## src/inc/pd_pkg.sv

```systemverilog
`default_nettype none
package pd_pkg;

  // ----------------------------------------------------------------
  // Clock and timing
  // ----------------------------------------------------------------
  localparam longint CLK_HZ = 125_000_000;
  localparam longint NS_PER_S = 1_000_000_000;
  localparam longint INACT_SEC = 30;
  localparam longint INVALID_NS = 30_000;
  localparam longint VALID_SET_NS = 1_000;
  localparam longint RESUME_NS = 100_000;
  // Least times round up, longest times round down
  localparam logic [31:0] INACT_CYCLES_DEF = 32'(INACT_SEC * CLK_HZ);
  localparam logic [15:0] INVALID_CYCLES_DEF =
    16'((INVALID_NS * CLK_HZ + NS_PER_S - 1) / NS_PER_S);
  localparam logic [15:0] VALID_CYCLES_DEF =
    16'((VALID_SET_NS * CLK_HZ + NS_PER_S - 1) / NS_PER_S);
  localparam logic [15:0] RESUME_CYCLES_DEF = 16'((RESUME_NS * CLK_HZ) / NS_PER_S);

  // ----------------------------------------------------------------
  // Register map
  // ----------------------------------------------------------------
  localparam int APB_AW = 12;
  localparam logic [APB_AW-1:0] REG_CTRL = 12'h000;
  localparam logic [APB_AW-1:0] REG_STATUS = 12'h004;
  localparam logic [APB_AW-1:0] REG_INACT = 12'h008;
  localparam logic [31:0] CTRL_RESET = 32'h0000_0001;
  localparam int CTRL_RX_GATE_BIT = 0;
  localparam int STAT_ACTIVE_BIT = 0;
  localparam int STAT_AUTO_BIT = 1;
  localparam int STAT_MANUAL_BIT = 2;
  localparam int STAT_EXPIRED_BIT = 3;
  localparam int STAT_VALID_BIT = 4;
  localparam int STAT_READY_BIT = 5;
  localparam int STAT_ARMED_BIT = 6;

  // ----------------------------------------------------------------
  // Power states
  // ----------------------------------------------------------------
  typedef enum logic [2:0] {
    ST_ACTIVE = 3'b001,
    ST_AUTO_PD = 3'b010,
    ST_MANUAL_PD = 3'b100
  } pd_state_e;

endpackage
`default_nettype wire

```

## src/inc/sync_bus_if.sv

```systemverilog
`default_nettype none
interface sync_bus_if #(
  parameter int W = 1
);
  logic [W-1:0] level;
  logic [W-1:0] change;
  modport src(output level, output change);
  modport dst(input level, input change);
endinterface
`default_nettype wire

```

## src/rtl/input_settle.sv

```systemverilog
`default_nettype none
module input_settle #(
  parameter int W = 1
) (
  input wire logic i_clk,
  input wire logic i_rst_n,
  input wire logic [W-1:0] i_raw,
  sync_bus_if.src bus
);
  import pd_pkg::*;

  logic [W-1:0] stage1;
  logic [W-1:0] stage2;
  logic [W-1:0] stage3;

  if (W < 1) begin : g_bad_width
    $error("input_settle needs at least one input");
  end

  // ----------------------------------------------------------------
  // Three-stage synchroniser
  // ----------------------------------------------------------------
  always_ff @(posedge i_clk) begin
    if (!i_rst_n) begin
      stage1 <= '0;
      stage2 <= '0;
      stage3 <= '0;
    end else begin
      stage1 <= i_raw;
      stage2 <= stage1;
      stage3 <= stage2;
    end
  end

  // ----------------------------------------------------------------
  // Settled level and one-cycle change pulse
  // ----------------------------------------------------------------
  // A change counts only once stages two and three agree
  for (genvar i = 0; i < W; i++) begin : g_bit
    always_ff @(posedge i_clk) begin
      if (!i_rst_n) begin
        bus.level[i] <= 1'b0;
        bus.change[i] <= 1'b0;
      end else begin
        bus.change[i] <= (stage2[i] == stage3[i]) && (stage3[i] != bus.level[i]);
        if (stage2[i] == stage3[i]) begin
          bus.level[i] <= stage3[i];
        end
      end
    end
  end

endmodule // input_settle
`default_nettype wire

```

## src/rtl/serial_transceiver_powerdown_ctrl.sv

```systemverilog
`default_nettype none
// How it works
// - Powerdown stops pump, floats every transmitter
// - Force-sleep low always wins
// - Both controls high: always active
// - Auto powerdown armed only awake low, sleep_n high
// - Thirty quiet seconds while armed: power down
// - Any line transition wakes from auto powerdown
// - Timer stays expired until an awake edge (rise or fall) or a line transition
// - Leave manual powerdown: both high or transition
// - Awake falling edge restarts thirty second count
// - Ready to transmit within 100 us
// - Valid flag low after 30 us invalid
// - Valid flag high 1 us after valid
// - Validity works in all modes, no power effect
// - Monitor variant floats receivers in manual powerdown
// - Cable detach: down until valid and transition
// - Tied controls act as one shutdown input
// - Ready low in powerdown, high after recovery
module serial_transceiver_powerdown_ctrl #(
  parameter int NTX = 3,
  parameter int NRX = 5,
  parameter logic [31:0] INACT_CYCLES = pd_pkg::INACT_CYCLES_DEF,
  parameter logic [15:0] INVALID_CYCLES = pd_pkg::INVALID_CYCLES_DEF,
  parameter logic [15:0] VALID_CYCLES = pd_pkg::VALID_CYCLES_DEF,
  parameter logic [15:0] RESUME_CYCLES = pd_pkg::RESUME_CYCLES_DEF
) (
  input wire logic i_clk,
  input wire logic i_rst_n,
  input wire logic i_psel,
  input wire logic i_penable,
  input wire logic i_pwrite,
  input wire logic [pd_pkg::APB_AW-1:0] i_paddr,
  input wire logic [31:0] i_pwdata,
  output logic [31:0] o_prdata,
  output logic o_pready,
  output logic o_pslverr,
  input wire logic [NTX-1:0] i_tx_in,
  input wire logic [NRX-1:0] i_rx_in,
  input wire logic [NRX-1:0] i_rx_level_ok,
  input wire logic i_force_awake_in,
  input wire logic i_force_sleep_n_in,
  input wire logic i_supply_ok,
  output logic o_pump_en,
  output logic [NTX-1:0] o_tx_oe,
  output logic o_rx_oe,
  output logic o_monitor_rx_out,
  output logic o_levels_valid,
  output logic o_ready
);
  import pd_pkg::*;

  // ----------------------------------------------------------------
  // Parameter checks
  // ----------------------------------------------------------------
  if (NTX < 1 || NRX < 1) begin : g_bad_count
    $error("Need at least one transmitter and one receiver");
  end
  if (INACT_CYCLES < 32'h0000_0002 || INVALID_CYCLES < 16'h0002) begin : g_bad_timer
    $error("Timer limits too small");
  end
  if (VALID_CYCLES < 16'h0002 || RESUME_CYCLES < 16'h0002) begin : g_bad_wake
    $error("Wake limits too small");
  end

  // ----------------------------------------------------------------
  // Synchronised inputs
  // ----------------------------------------------------------------
  localparam int RX_LO = NTX;
  localparam int OK_LO = NTX + NRX;
  localparam int AWAKE_IX = NTX + 2 * NRX;
  localparam int SLEEP_IX = AWAKE_IX + 1;
  localparam int SUPPLY_IX = AWAKE_IX + 2;
  localparam int SW = AWAKE_IX + 3;

  logic [SW-1:0] raw;
  assign raw = {i_supply_ok, i_force_sleep_n_in, i_force_awake_in, i_rx_level_ok, i_rx_in,
    i_tx_in};

  sync_bus_if #(.W(SW)) sbus();

  input_settle #(.W(SW)) u_settle (
    .i_clk(i_clk),
    .i_rst_n(i_rst_n),
    .i_raw(raw),
    .bus(sbus.src)
  );

  logic activity;
  logic awake_lvl;
  logic sleep_n_lvl;
  logic awake_rise;
  logic awake_fall;
  logic supply_lvl;
  logic any_valid;
  logic armed;

  assign activity = |sbus.change[OK_LO-1:0];
  assign awake_lvl = sbus.level[AWAKE_IX];
  assign sleep_n_lvl = sbus.level[SLEEP_IX];
  assign awake_rise = sbus.change[AWAKE_IX] && sbus.level[AWAKE_IX];
  assign awake_fall = sbus.change[AWAKE_IX] && !sbus.level[AWAKE_IX];
  assign supply_lvl = sbus.level[SUPPLY_IX];
  assign any_valid = |sbus.level[SW-4:OK_LO];
  // Tied controls can never arm, so they act as one shutdown pin
  assign armed = !awake_lvl && sleep_n_lvl;

  // ----------------------------------------------------------------
  // Power state machine
  // ----------------------------------------------------------------
  pd_state_e state;
  pd_state_e next_state;
  logic [31:0] inact_cnt;
  logic expired;
  logic inact_done;

  assign inact_done = armed && !activity && (inact_cnt == INACT_CYCLES - 32'h0000_0001);

  always_comb begin
    next_state = state;
    if (!sleep_n_lvl) begin
      next_state = ST_MANUAL_PD;
    end else begin
      case (state)
        ST_ACTIVE: begin
          if (inact_done) begin
            next_state = ST_AUTO_PD;
          end
        end
        ST_AUTO_PD: begin
          if (activity || awake_lvl) begin
            next_state = ST_ACTIVE;
          end
        end
        ST_MANUAL_PD: begin
          // Released with no wake cause: expired timer keeps it down
          if (activity || awake_lvl) begin
            next_state = ST_ACTIVE;
          end else begin
            next_state = ST_AUTO_PD;
          end
        end
        default: begin
          next_state = ST_MANUAL_PD;
        end
      endcase
    end
  end

  always_ff @(posedge i_clk) begin
    if (!i_rst_n) begin
      state <= ST_ACTIVE;
    end else begin
      state <= next_state;
    end
  end

  // ----------------------------------------------------------------
  // Inactivity timer
  // ----------------------------------------------------------------
  always_ff @(posedge i_clk) begin
    if (!i_rst_n) begin
      inact_cnt <= '0;
    end else if (activity || !armed || awake_fall) begin
      inact_cnt <= '0;
    end else if (!expired && inact_cnt != INACT_CYCLES - 32'h0000_0001) begin
      inact_cnt <= inact_cnt + 32'h0000_0001;
    end
  end

  // Entry wins over a same-cycle clear so a forced sleep is never lost
  always_ff @(posedge i_clk) begin
    if (!i_rst_n) begin
      expired <= 1'b0;
    end else if (next_state != ST_ACTIVE) begin
      expired <= 1'b1;
    end else if (activity || awake_rise || awake_fall) begin
      expired <= 1'b0;
    end
  end

  // ----------------------------------------------------------------
  // Power outputs
  // ----------------------------------------------------------------
  logic [31:0] ctrl;
  logic [15:0] resume_cnt;

  always_ff @(posedge i_clk) begin
    if (!i_rst_n) begin
      o_pump_en <= 1'b1;
      o_tx_oe <= '1;
      o_rx_oe <= 1'b1;
    end else begin
      o_pump_en <= next_state == ST_ACTIVE;
      o_tx_oe <= {NTX{next_state == ST_ACTIVE}};
      o_rx_oe <= !(next_state == ST_MANUAL_PD && ctrl[CTRL_RX_GATE_BIT]);
    end
  end

  // Monitor receiver stays live whatever the power state
  always_ff @(posedge i_clk) begin
    if (!i_rst_n) begin
      o_monitor_rx_out <= 1'b0;
    end else begin
      o_monitor_rx_out <= sbus.level[RX_LO];
    end
  end

  // Supply flag may never come; the counter caps the wait
  always_ff @(posedge i_clk) begin
    if (!i_rst_n) begin
      resume_cnt <= '0;
    end else if (state != ST_ACTIVE || o_ready) begin
      resume_cnt <= '0;
    end else begin
      resume_cnt <= resume_cnt + 16'h0001;
    end
  end

  always_ff @(posedge i_clk) begin
    if (!i_rst_n) begin
      o_ready <= 1'b0;
    end else if (next_state != ST_ACTIVE) begin
      o_ready <= 1'b0;
    end else if (state == ST_ACTIVE && (supply_lvl ||
        resume_cnt == RESUME_CYCLES - 16'h0001)) begin
      o_ready <= 1'b1;
    end
  end

  // ----------------------------------------------------------------
  // Line level validity
  // ----------------------------------------------------------------
  // Independent of power state; a system may feed it back to the controls
  logic [15:0] invalid_cnt;
  logic [15:0] valid_cnt;

  always_ff @(posedge i_clk) begin
    if (!i_rst_n) begin
      invalid_cnt <= '0;
    end else if (any_valid) begin
      invalid_cnt <= '0;
    end else if (invalid_cnt != INVALID_CYCLES) begin
      invalid_cnt <= invalid_cnt + 16'h0001;
    end
  end

  always_ff @(posedge i_clk) begin
    if (!i_rst_n) begin
      valid_cnt <= '0;
    end else if (!any_valid) begin
      valid_cnt <= '0;
    end else if (valid_cnt != VALID_CYCLES - 16'h0001) begin
      valid_cnt <= valid_cnt + 16'h0001;
    end
  end

  always_ff @(posedge i_clk) begin
    if (!i_rst_n) begin
      o_levels_valid <= 1'b0;
    end else if (!any_valid && invalid_cnt == INVALID_CYCLES) begin
      o_levels_valid <= 1'b0;
    end else if (any_valid && valid_cnt == VALID_CYCLES - 16'h0001) begin
      o_levels_valid <= 1'b1;
    end
  end

  // ----------------------------------------------------------------
  // APB slave
  // ----------------------------------------------------------------
  logic acc_start;
  logic acc_done;
  logic hit;
  logic [31:0] rd_mux;
  logic [31:0] status;

  assign acc_start = i_psel && i_penable && !o_pready;
  assign acc_done = i_psel && i_penable && o_pready;

  always_comb begin
    status = '0;
    status[STAT_ACTIVE_BIT] = state == ST_ACTIVE;
    status[STAT_AUTO_BIT] = state == ST_AUTO_PD;
    status[STAT_MANUAL_BIT] = state == ST_MANUAL_PD;
    status[STAT_EXPIRED_BIT] = expired;
    status[STAT_VALID_BIT] = o_levels_valid;
    status[STAT_READY_BIT] = o_ready;
    status[STAT_ARMED_BIT] = armed;
  end

  always_comb begin
    hit = 1'b1;
    rd_mux = '0;
    case (i_paddr)
      REG_CTRL: begin
        rd_mux = ctrl;
      end
      REG_STATUS: begin
        rd_mux = status;
      end
      REG_INACT: begin
        rd_mux = inact_cnt;
      end
      default: begin
        hit = 1'b0;
      end
    endcase
  end

  always_ff @(posedge i_clk) begin
    if (!i_rst_n) begin
      o_pready <= 1'b0;
      o_prdata <= '0;
      o_pslverr <= 1'b0;
    end else begin
      o_pready <= acc_start;
      if (acc_start) begin
        o_prdata <= i_pwrite ? 32'h0000_0000 : rd_mux;
        o_pslverr <= !hit;
      end
    end
  end

  // Write lands on the edge that completes the transfer
  always_ff @(posedge i_clk) begin
    if (!i_rst_n) begin
      ctrl <= CTRL_RESET;
    end else if (acc_done && i_pwrite && i_paddr == REG_CTRL) begin
      ctrl <= i_pwdata & CTRL_RESET;
    end
  end
endmodule // serial_transceiver_powerdown_ctrl
`default_nettype wire

```

## config.mk

```make
export PLATFORM = sky130hd
export DESIGN_NAME = serial_transceiver_powerdown_ctrl
export DESIGN_NICKNAME = d
export VERILOG_FILES = /design/src/inc/pd_pkg.sv /design/src/inc/sync_bus_if.sv /design/src/rtl/input_settle.sv /design/src/rtl/serial_transceiver_powerdown_ctrl.sv
export SDC_FILE = /design/constraint.sdc
export NUM_CORES = 1
export LEC_CHECK = 0
export BUFFER_PORTS_ARGS = -buffer_cell sky130_fd_sc_hd__buf_2
export CAP_MARGIN = 20
export CORE_ASPECT_RATIO = 0.75
export CORE_MARGIN = 2
export CORE_UTILIZATION = 45
export CTS_CLUSTER_SIZE = 8
export DETAILED_ROUTE_END_ITERATION = 7
export PLACE_DENSITY = 0.67
export SYNTH_ARGS = -nofsm -noshare
export SYNTH_HDL_FRONTEND = slang
export SYNTH_HIERARCHICAL = 1
export SYNTH_SLANG_ARGS = --single-unit
```

## constraint.sdc

```tcl
create_clock -name i_clk -period 2.1 [get_ports i_clk]
set_input_delay 0.105 -clock i_clk [delete_from_list [all_inputs] [get_ports i_clk]]
set_output_delay 0.105 -clock i_clk [all_outputs]
set_load 0.02 [all_outputs]
```

==> flow_summary_export.csv, run 1 <==
group,metric,value,unit
worst_setup_path,worst-endpoint-required,2470,ps
grt,grt_use_met3,0.03535,
power,power_density,779.1,nW/um^2
layout,final_common_cell,"dfxtp_1",
timing,timing.final.crit_share,0.9774,
worst_setup_path,critical_path.endpoint_type,"register",
layout,layout-area-overhead-vs-synth,20.11,%
timing,final-max-slew-violation-count,0,
grt,global_route_wire_length_before_repair,25520,microns
power,p_sw,1.679,mW
layout,finish.net_count,1005,
timing,report.final.hold_viol_count,0,
worst_setup_path,worst_path_max_delay_cell,"or4_4",
hold_path,holdCritPathClass,"input pin to register",
clock_tree,clockBufferDepth,2,
layout,diodes,0,
grt,globalRoute.totalOverflow,0,
clock_tree,clk_transition_reported_paths,70,ps
floorplan,die_width,154.4,microns
placement,hpwlAfterDp,10050,microns
synth,ys_warn_count,6,
layout,layout_cell_share_with_drive_strength_beyond_1,0.1774,
power,share_comb_of_total_power,0.032,
grt,grt_max_degree,37,
timing,fmax,0.4872,GHz
clock_tree,cts-buffers-inserted,17,
grt,groute.usage.overall,0.1737,
run,cap_violations,0,
layout,mostFrequentLayoutCells,"dfxtp_1 (194), nor2_1 (102), buf_2 (75)",
placement,place_area,8386,sq um
floorplan,design.portCount,107,
detailed_routing,detailroute.via_count,5974,
outcome,outcome,"finished clean",
worst_setup_path,cp_bufs_invs,0,
power,worst_ir_drop_vdd,464.8,uV
worst_setup_path,path_max_fanout,2,
placement,gp_congestion,0.8400,
detailed_routing,post_drt_via_cell_ratio,5.141,
timing,clock_skew_after_layout,9.509,ps
detailed_routing,drt-initial-drc-count,316,
floorplan,floorplan.die_area,18040,sq um
placement,numPortBuffers,75,
grt,global_route.peak_usage_layer,"met2",
worst_setup_path,critPathArrivalTime,2430,ps
grt,global_route.usage.met1,0.2413,
grt,antenna_found_initial,0,
layout,layout.filler_cells,1552,
worst_setup_path,crit_chain,"or4_4, or3_4, or3_1, or4_1, nand2_1",
worst_setup_path,path_class,"register to register",
power,clock_power_share,0.434,
detailed_routing,wire_per_inst,12.88,microns
worst_setup_path,critical-path-max-stage-delay,520,ps
power,power.share.sequential,0.534,
floorplan,floorplan_row_count,41,
synth,mappedNetlistNets,890,
timing,tightest_slew,542.1,ps
timing,setup-violations-final,0,
grt,via_count_of_the_first_global_routing_pass,5489,
layout,layout_cell_area_excl_fill,9170,sq um
clock_tree,cts_tree,"built",
worst_setup_path,top_delay_family_on_crit_path,"simple AND/OR/NAND/NOR gates",
detailed_routing,drt-pass1-iter-count,5,
floorplan,floorplan.initialDensity,0.4565,
clock_tree,root_buffer,"clkbuf_16",
worst_setup_path,setup.worst_path.start_class,"register",
timing,setup_total_negative_slack,0,ps
grt,use_met2,0.2658,
clock_tree,clock_insertion_delay_worst_skew,440,ps
detailed_routing,finalWirelength,14960,microns
floorplan,die_h,116.8,microns
synth,postSynthCellCount,819,
synth,syn_area,7635,sq um
detailed_routing,drt_drc_violations_left,0,
synth,postSynthAreaPerCell,9.322,sq um
power,fraction_of_power_spent_switching_nets,0.2350,
clock_tree,htreeDepth,4,
timing,worst_slew_margin_rel,0.6377,
detailed_routing,drt.antenna.violating_nets,0,
worst_setup_path,setup.reg_to_reg.worst_slack,50,ps
timing,finalWorstPathRequiredPeriod,2052,ps
floorplan,core,16720,sq um
power,p_int,5.466,mW
clock_tree,numClockSinks,197,
power,power.static_leakage,3.386,nW
-- power by group through the flow --
stage	registers, mW	logic, mW	clock network (mW)
finish	3.81	0.226	3.10
detailed placement	3.90	0.203	0
global placement	3.90	0.200	0
global route	3.82	0.254	3.34
CTS	3.81	0.228	3.18
floorplan	3.90	0.129	0
-- metal layers --
metal  up-vias  part of all wire
met1      2754              0.53
met5         -                 0
met2       102              0.42
met4         0             0.015
li1       3103                 -
met3        15             0.035
-- layout make-up --
class,count,area [sq um],area share
inverter,22,82.58,0.009005
clock inverter,15,142.6,0.01555
sequential,197,3948,0.4305
timing repair buffer,127,808.3,0.08814
tap,215,269.0,0.02934
multi-input combinational,569,3495,0.3811
clock buffer,17,425.4,0.04639
-- path summary, 6_finish.rpt --
| kind | cells past startpoint | end | from |
|---|---|---|---|
| hold reg to reg | 1 | o_rx_oe | ctrl[0] |
| hold / removal | 2 | state[0] | i_rst_n |
| setup reg to reg | 5 | inact_cnt[7] | u_settle/bus.change[0] |
| setup / recovery | 5 | inact_cnt[7] | u_settle/bus.change[0] |
-- metrics by stage --
stage	power (mW)	std cells	worst slack (ps)	hold WS, ps	util
floorplan	4.028	819	-11.05	226.7	-
global placement	4.101	1110	61.48	312.1	0.5014
detailed placement	4.104	1110	40.38	315.4	0.5014
CTS	7.222	1159	23.10	1.822	0.5456
global route	7.414	1162	-5.969	11.32	0.5483
finish	7.145	1162	47.54	15.37	0.5483
-- state kept, by name, indices dropped and copies added, names as in the netlist, 3 cells and up --
name and flops:
o_prdata 32, state 3, u_settle/bus.level 16, valid_cnt 16
u_settle/stage2 16, invalid_cnt 16, u_settle/stage3 16, resume_cnt 16
u_settle/stage1 16, u_settle/bus.change 9, inact_cnt 32
-- timing repair --
action / 4_1_cts / 5_1_grt
endpoints found under the hold margin: 17 / 0
setup buffers: 0 / 3
endpoints found under the setup margin: 0 / 16
gates resized for setup: 0 / 7
hold buffers: 17 / 0
No activity file was read; power rests on OpenSTA's default activity.
==> run 2: changes to the inputs <==
CORE_ASPECT_RATIO = 1.75   (was 0.75)
==> run 2 against run 1 <==
Clock power grew 6.5%. Utilization grew 0.52 points. Non-clock buffer count grew 8. Sequential power is essentially flat. Maximum frequency shrank 0.52%. Critical path type unchanged. Critical endpoint unchanged. Largest cell class unchanged.
==> flow_summary_export.csv, run 2 (same netlist as run 1, synthesis figures left out) <==
group,metric,value,unit
timing,rsz_0062_raised_after_global_routing,"yes",
floorplan,floorplan.initialDensity,0.4547,
grt,global_route.usage.met1,0.1936,
clock_tree,root_buffer,"clkbuf_16",
detailed_routing,drt_drc_violations_left,0,
worst_setup_path,critical_path.endpoint_type,"register",
power,power_density,790.1,nW/um^2
detailed_routing,wire_per_inst,13.24,microns
worst_setup_path,worstReg2RegStart,"u_settle/bus.change[5]",
worst_setup_path,worst_setup_path_startpoint,"u_settle/bus.change[5]",
timing,fmax,0.4847,GHz
layout,layout_top_registers,"inact_cnt x32, o_prdata x32",
worst_setup_path,reg2reg_depth,5,
grt,via_count_of_the_first_global_routing_pass,5823,
grt,antenna_found_initial,0,
layout,finalNonFillerCells,1182,
timing,setup_total_negative_slack,0,ps
detailed_routing,post_drt_via_cell_ratio,5.111,
layout,layout-area-overhead-vs-synth,21.73,%
timing,setup-violations-final,0,
grt,groute.usage.overall,0.1809,
grt,global_route.peak_usage_layer,"met2",
placement,detailedPlace.worstSlack,39.79,ps
floorplan,floorplan_row_count,63,
power,power.static_leakage,3.449,nW
worst_setup_path,setup.worst_path.start_class,"register",
grt,globalRoute.totalOverflow,0,
worst_setup_path,setup.reg_to_reg.worst_slack,40,ps
floorplan,floorplan.die_area,18070,sq um
clock_tree,clockBufferDepth,2,
timing,final-max-slew-violation-count,0,
timing,worst_slew_margin_rel,0.5713,
clock_tree,cts-buffers-inserted,17,
layout,layout.filler_cells,1563,
detailed_routing,finalWirelength,15650,microns
layout,diodes,0,
layout,mostFrequentLayoutCells,"dfxtp_1 (196), nor2_1 (102), buf_2 (75)",
floorplan,design.portCount,107,
clock_tree,cts_tree,"built",
floorplan,core,16790,sq um
outcome,outcome,"finished clean",
timing,finalWorstPathRequiredPeriod,2063,ps
detailed_routing,drt-pass1-iter-count,4,
hold_path,holdCritPathClass,"input pin to register",
layout,layout_cell_area_excl_fill,9294,sq um
worst_setup_path,critical_path.endpoint,"inact_cnt[7]",
grt,use_met2,0.3363,
worst_setup_path,critPathArrivalTime,2450,ps
placement,place_area,8468,sq um
placement,hpwlAfterDp,11160,microns
power,worst_ir_drop_vdd,509.2,uV
power,finalPower,7.343,mW
layout,layout_cell_share_with_drive_strength_beyond_1,0.1864,
detailed_routing,drt-initial-drc-count,164,
grt,grt_use_met3,0.03800,
worst_setup_path,path_max_fanout,2,
clock_tree,htreeDepth,4,
clock_tree,clk_transition_reported_paths,80,ps
timing,post-route-worst-setup-slack,36.77,ps
floorplan,die_width,102.5,microns
layout,finish.net_count,1013,
floorplan,die_h,176.3,microns
layout,finish.utilization,0.5535,
placement,placed_cells,1131,
timing,clock_skew_after_layout,14.05,ps
layout,final_common_cell,"dfxtp_1",
worst_setup_path,worst-endpoint-required,2480,ps
grt,grt_max_degree,60,
detailed_routing,detailroute.via_count,6041,
clock_tree,clock_insertion_delay_worst_skew,440,ps
worst_setup_path,path_class,"register to register",
run,cap_violations,0,
clock_tree,numClockSinks,197,
timing,timing.final.crit_share,0.9825,
worst_setup_path,reg2reg_to,"inact_cnt[7]",
placement,gp_congestion,0.7962,
placement,numPortBuffers,75,
timing,report.final.hold_viol_count,0,
timing,tightest_slew,641.2,ps
timing,final.hold.worst_slack,78.14,ps
detailed_routing,drt.antenna.violating_nets,0,
grt,global_route_wire_length_before_repair,26170,microns
-- run 2: worst min-delay path by stage --
stage | slack [ps] | cells past startpoint | end | startpoint
finish | 80 | 3 | o_pslverr | i_paddr[3]
detailed placement | 310 | 2 | u_settle/stage1[11] | i_rx_level_ok[3]
floorplan | 230 | 1 | u_settle/stage1[11] | i_rx_level_ok[3]
CTS | 60 | 3 | o_pslverr | i_paddr[3]
global route | 100 | 3 | o_pslverr | i_paddr[3]
global placement | 310 | 2 | u_settle/stage1[11] | i_rx_level_ok[3]
-- run 2: power by group --
part	internal (mW)	switching, mW
registers	3.79	0.0297
clock network	1.71	1.59
logic	0.110	0.117
-- run 2: area by class of cell --
cell class,instances,area [sq um],share of cell area
Clock inverter,15,173.9,0.01871
Sequential cell,197,3945,0.4245
Tap cell,227,284.0,0.03056
Timing Repair Buffer,135,870.8,0.09370
Inverter,22,82.58,0.008885
Multi-Input combinational cell,569,3512,0.3779
Clock buffer,17,425.4,0.04577
-- run 2: worst max-delay path, stage by stage, from the launching register on --
cell	delay, ps
dfxtp_1	300
or4_4	520
or3_4	380
or3_4	330
or4_4	420
nand2_2	60
-- run 2: per-layer routing --
metal | wire [microns] | part of all wire
met1 | 6382 | 0.41
met2 | 8455 | 0.54
met3 | 517 | 0.033
met4 | 296 | 0.019
met5 | 0 | 0
-- run 2: timing repair --
action | 4_1_cts | 5_1_grt
gates resized for setup | 0 | 10
hold buffers | 18 | 0
hold endpoints to repair | 19 | 0
setup endpoints to repair | 0 | 16
setup buffers | 0 | 1
==> run 3: changes to the inputs <==
==> constraint.sdc (replaced) <==
create_clock -name i_clk -period 2.1 [get_ports i_clk]
set_input_delay 0.315 -clock i_clk [delete_from_list [all_inputs] [get_ports i_clk]]
set_output_delay 0.315 -clock i_clk [all_outputs]
set_load 0.02 [all_outputs]
==> run 3 against run 2 <==
Critical path depth unchanged. Count of clock-buffer cells in the layout grew 1. Critical endpoint unchanged. Cell count down 1.6%. Register-to-register slack is essentially flat.
==> flow_summary_export.csv, run 3 (same netlist as run 1, synthesis figures left out) <==
group,metric,value,unit
worst_setup_path,critPathArrivalTime,2420,ps
placement,detailedPlace.worstSlack,34.72,ps
timing,timing.final.crit_share,0.9785,
placement,hpwlAfterDp,11060,microns
clock_tree,root_buffer,"clkbuf_16",
detailed_routing,detailroute.via_count,6044,
timing,final-max-slew-violation-count,0,
clock_tree,cts-buffers-inserted,17,
layout,finish.utilization,0.5401,
placement,numPortBuffers,75,
grt,groute.usage.overall,0.1770,
power,power.static_leakage,3.345,nW
floorplan,floorplan.initialDensity,0.4547,
floorplan,die_width,102.5,microns
clock_tree,cts-hold-fix-buffers,0,
run,cap_violations,0,
clock_tree,clk_transition_reported_paths,70,ps
grt,grt_max_degree,39,
timing,report.final.hold_viol_count,0,
detailed_routing,drt-initial-drc-count,207,
detailed_routing,drt.antenna.violating_nets,0,
detailed_routing,finalWirelength,15310,microns
detailed_routing,wire_per_inst,13.16,microns
worst_setup_path,path_class,"register to register",
timing,setup-violations-final,0,
worst_setup_path,critical_path.endpoint_type,"register",
detailed_routing,post_drt_via_cell_ratio,5.197,
floorplan,floorplan_row_count,63,
detailed_routing,drt-pass1-iter-count,4,
timing,setup_total_negative_slack,0,ps
grt,global_route_wire_length_before_repair,25540,microns
floorplan,die_h,176.3,microns
clock_tree,htreeDepth,4,
worst_setup_path,worst-endpoint-required,2470,ps
timing,rsz_0062_raised_after_global_routing,"yes",
layout,diodes,0,
clock_tree,clockBufferDepth,2,
grt,globalRoute.totalOverflow,0,
grt,antenna_found_initial,0,
layout,layout-area-overhead-vs-synth,18.76,%
power,power_density,782.8,nW/um^2
floorplan,design.portCount,107,
placement,gp_congestion,0.7909,
layout,mostFrequentLayoutCells,"dfxtp_1 (195), nor2_1 (102), buf_2 (75)",
floorplan,floorplan.die_area,18070,sq um
timing,clock_skew_after_layout,11.81,ps
clock_tree,clock_insertion_delay_worst_skew,430,ps
timing,fmax,0.4867,GHz
clock_tree,numClockSinks,197,
worst_setup_path,path_max_fanout,2,
layout,layout_cell_share_with_drive_strength_beyond_1,0.1859,
layout,layout_top_registers,"inact_cnt x32, o_prdata x32",
detailed_routing,drt_drc_violations_left,0,
timing,tightest_slew,559.8,ps
clock_tree,cts_tree,"built",
layout,final_common_cell,"dfxtp_1",
worst_setup_path,setup.worst_path.start_class,"register",
timing,worst_slew_margin_rel,0.6268,
outcome,outcome,"finished clean",
layout,layout.filler_cells,1560,
grt,via_count_of_the_first_global_routing_pass,5574,
timing,post-route-worst-setup-slack,45.23,ps
layout,finish.net_count,994,
timing,finalWorstPathRequiredPeriod,2055,ps
floorplan,core,16790,sq um
placement,placed_cells,1130,
power,worst_ir_drop_vdd,533.8,uV
layout,finalNonFillerCells,1163,
hold_path,holdCritPathClass,"input pin to register",
timing,final.hold.worst_slack,82.78,ps
==> run 3: per-layer routing <==
metal  track usage  vias to the layer above  share of wire
met1        0.1913                     2848           0.41
met3       0.03682                       24          0.031
met5             0                        -              0
met2        0.3265                      100           0.54
met4       0.07000                        0          0.019
li1              -                     3072              -
==> run 3: final cells by class <==
cell class / instances / area [sq um] / share of cell area
clock buffer: 18 / 429.2 / 0.04733
multi-input combinational: 569 / 3503 / 0.3864
tap: 227 / 284.0 / 0.03132
clock inverter: 14 / 126.4 / 0.01394
sequential: 197 / 3946 / 0.4352
timing repair buffer: 116 / 695.7 / 0.07672
inverter: 22 / 82.58 / 0.009107
==> run 3: worst max-delay path: stages (launching register included) <==
cell	delay, ps
dfxtp_1	300
or4_4	520
or3_4	380
or3_4	330
or4_1	400
nand2_1	70
==> run 3: timing repair <==
action | CTS | global route
buffers inserted | 0 | 1
setup endpoints to repair | 0 | 27
gates resized for setup | 0 | 8
==> run 3: power by group <==
group          total, mW  internal (mW)  switching (mW)
clock               3.08           1.65            1.43
sequential          3.82           3.79          0.0298
combinational      0.202         0.0888           0.113
total               7.10           5.52            1.58
==> run 3: stage by stage <==
step | total power [mW] | instance area (sq um)
2_1_floorplan | 4.028 | 7636
3_3_place_gp | 4.104 | 8473
3_5_place_dp | 4.108 | 8473
4_1_cts | 7.184 | 9029
5_1_grt | 7.355 | 9067
6_report | 7.098 | 9067
==> run 3: worst paths after layout <==
| check | startpoint | slack [ps] | endpoint | cells after the start |
|---|---|---|---|---|
| worst min register to register | ctrl[0] | 420 | o_rx_oe | 1 |
| worst max register to register | u_settle/bus.change[1] | 50 | inact_cnt[7] | 5 |
| worst max-delay path | u_settle/bus.change[1] | 50 | inact_cnt[7] | 5 |
| worst min-delay path | i_rx_level_ok[3] | 80 | u_settle/stage1[11] | 2 |
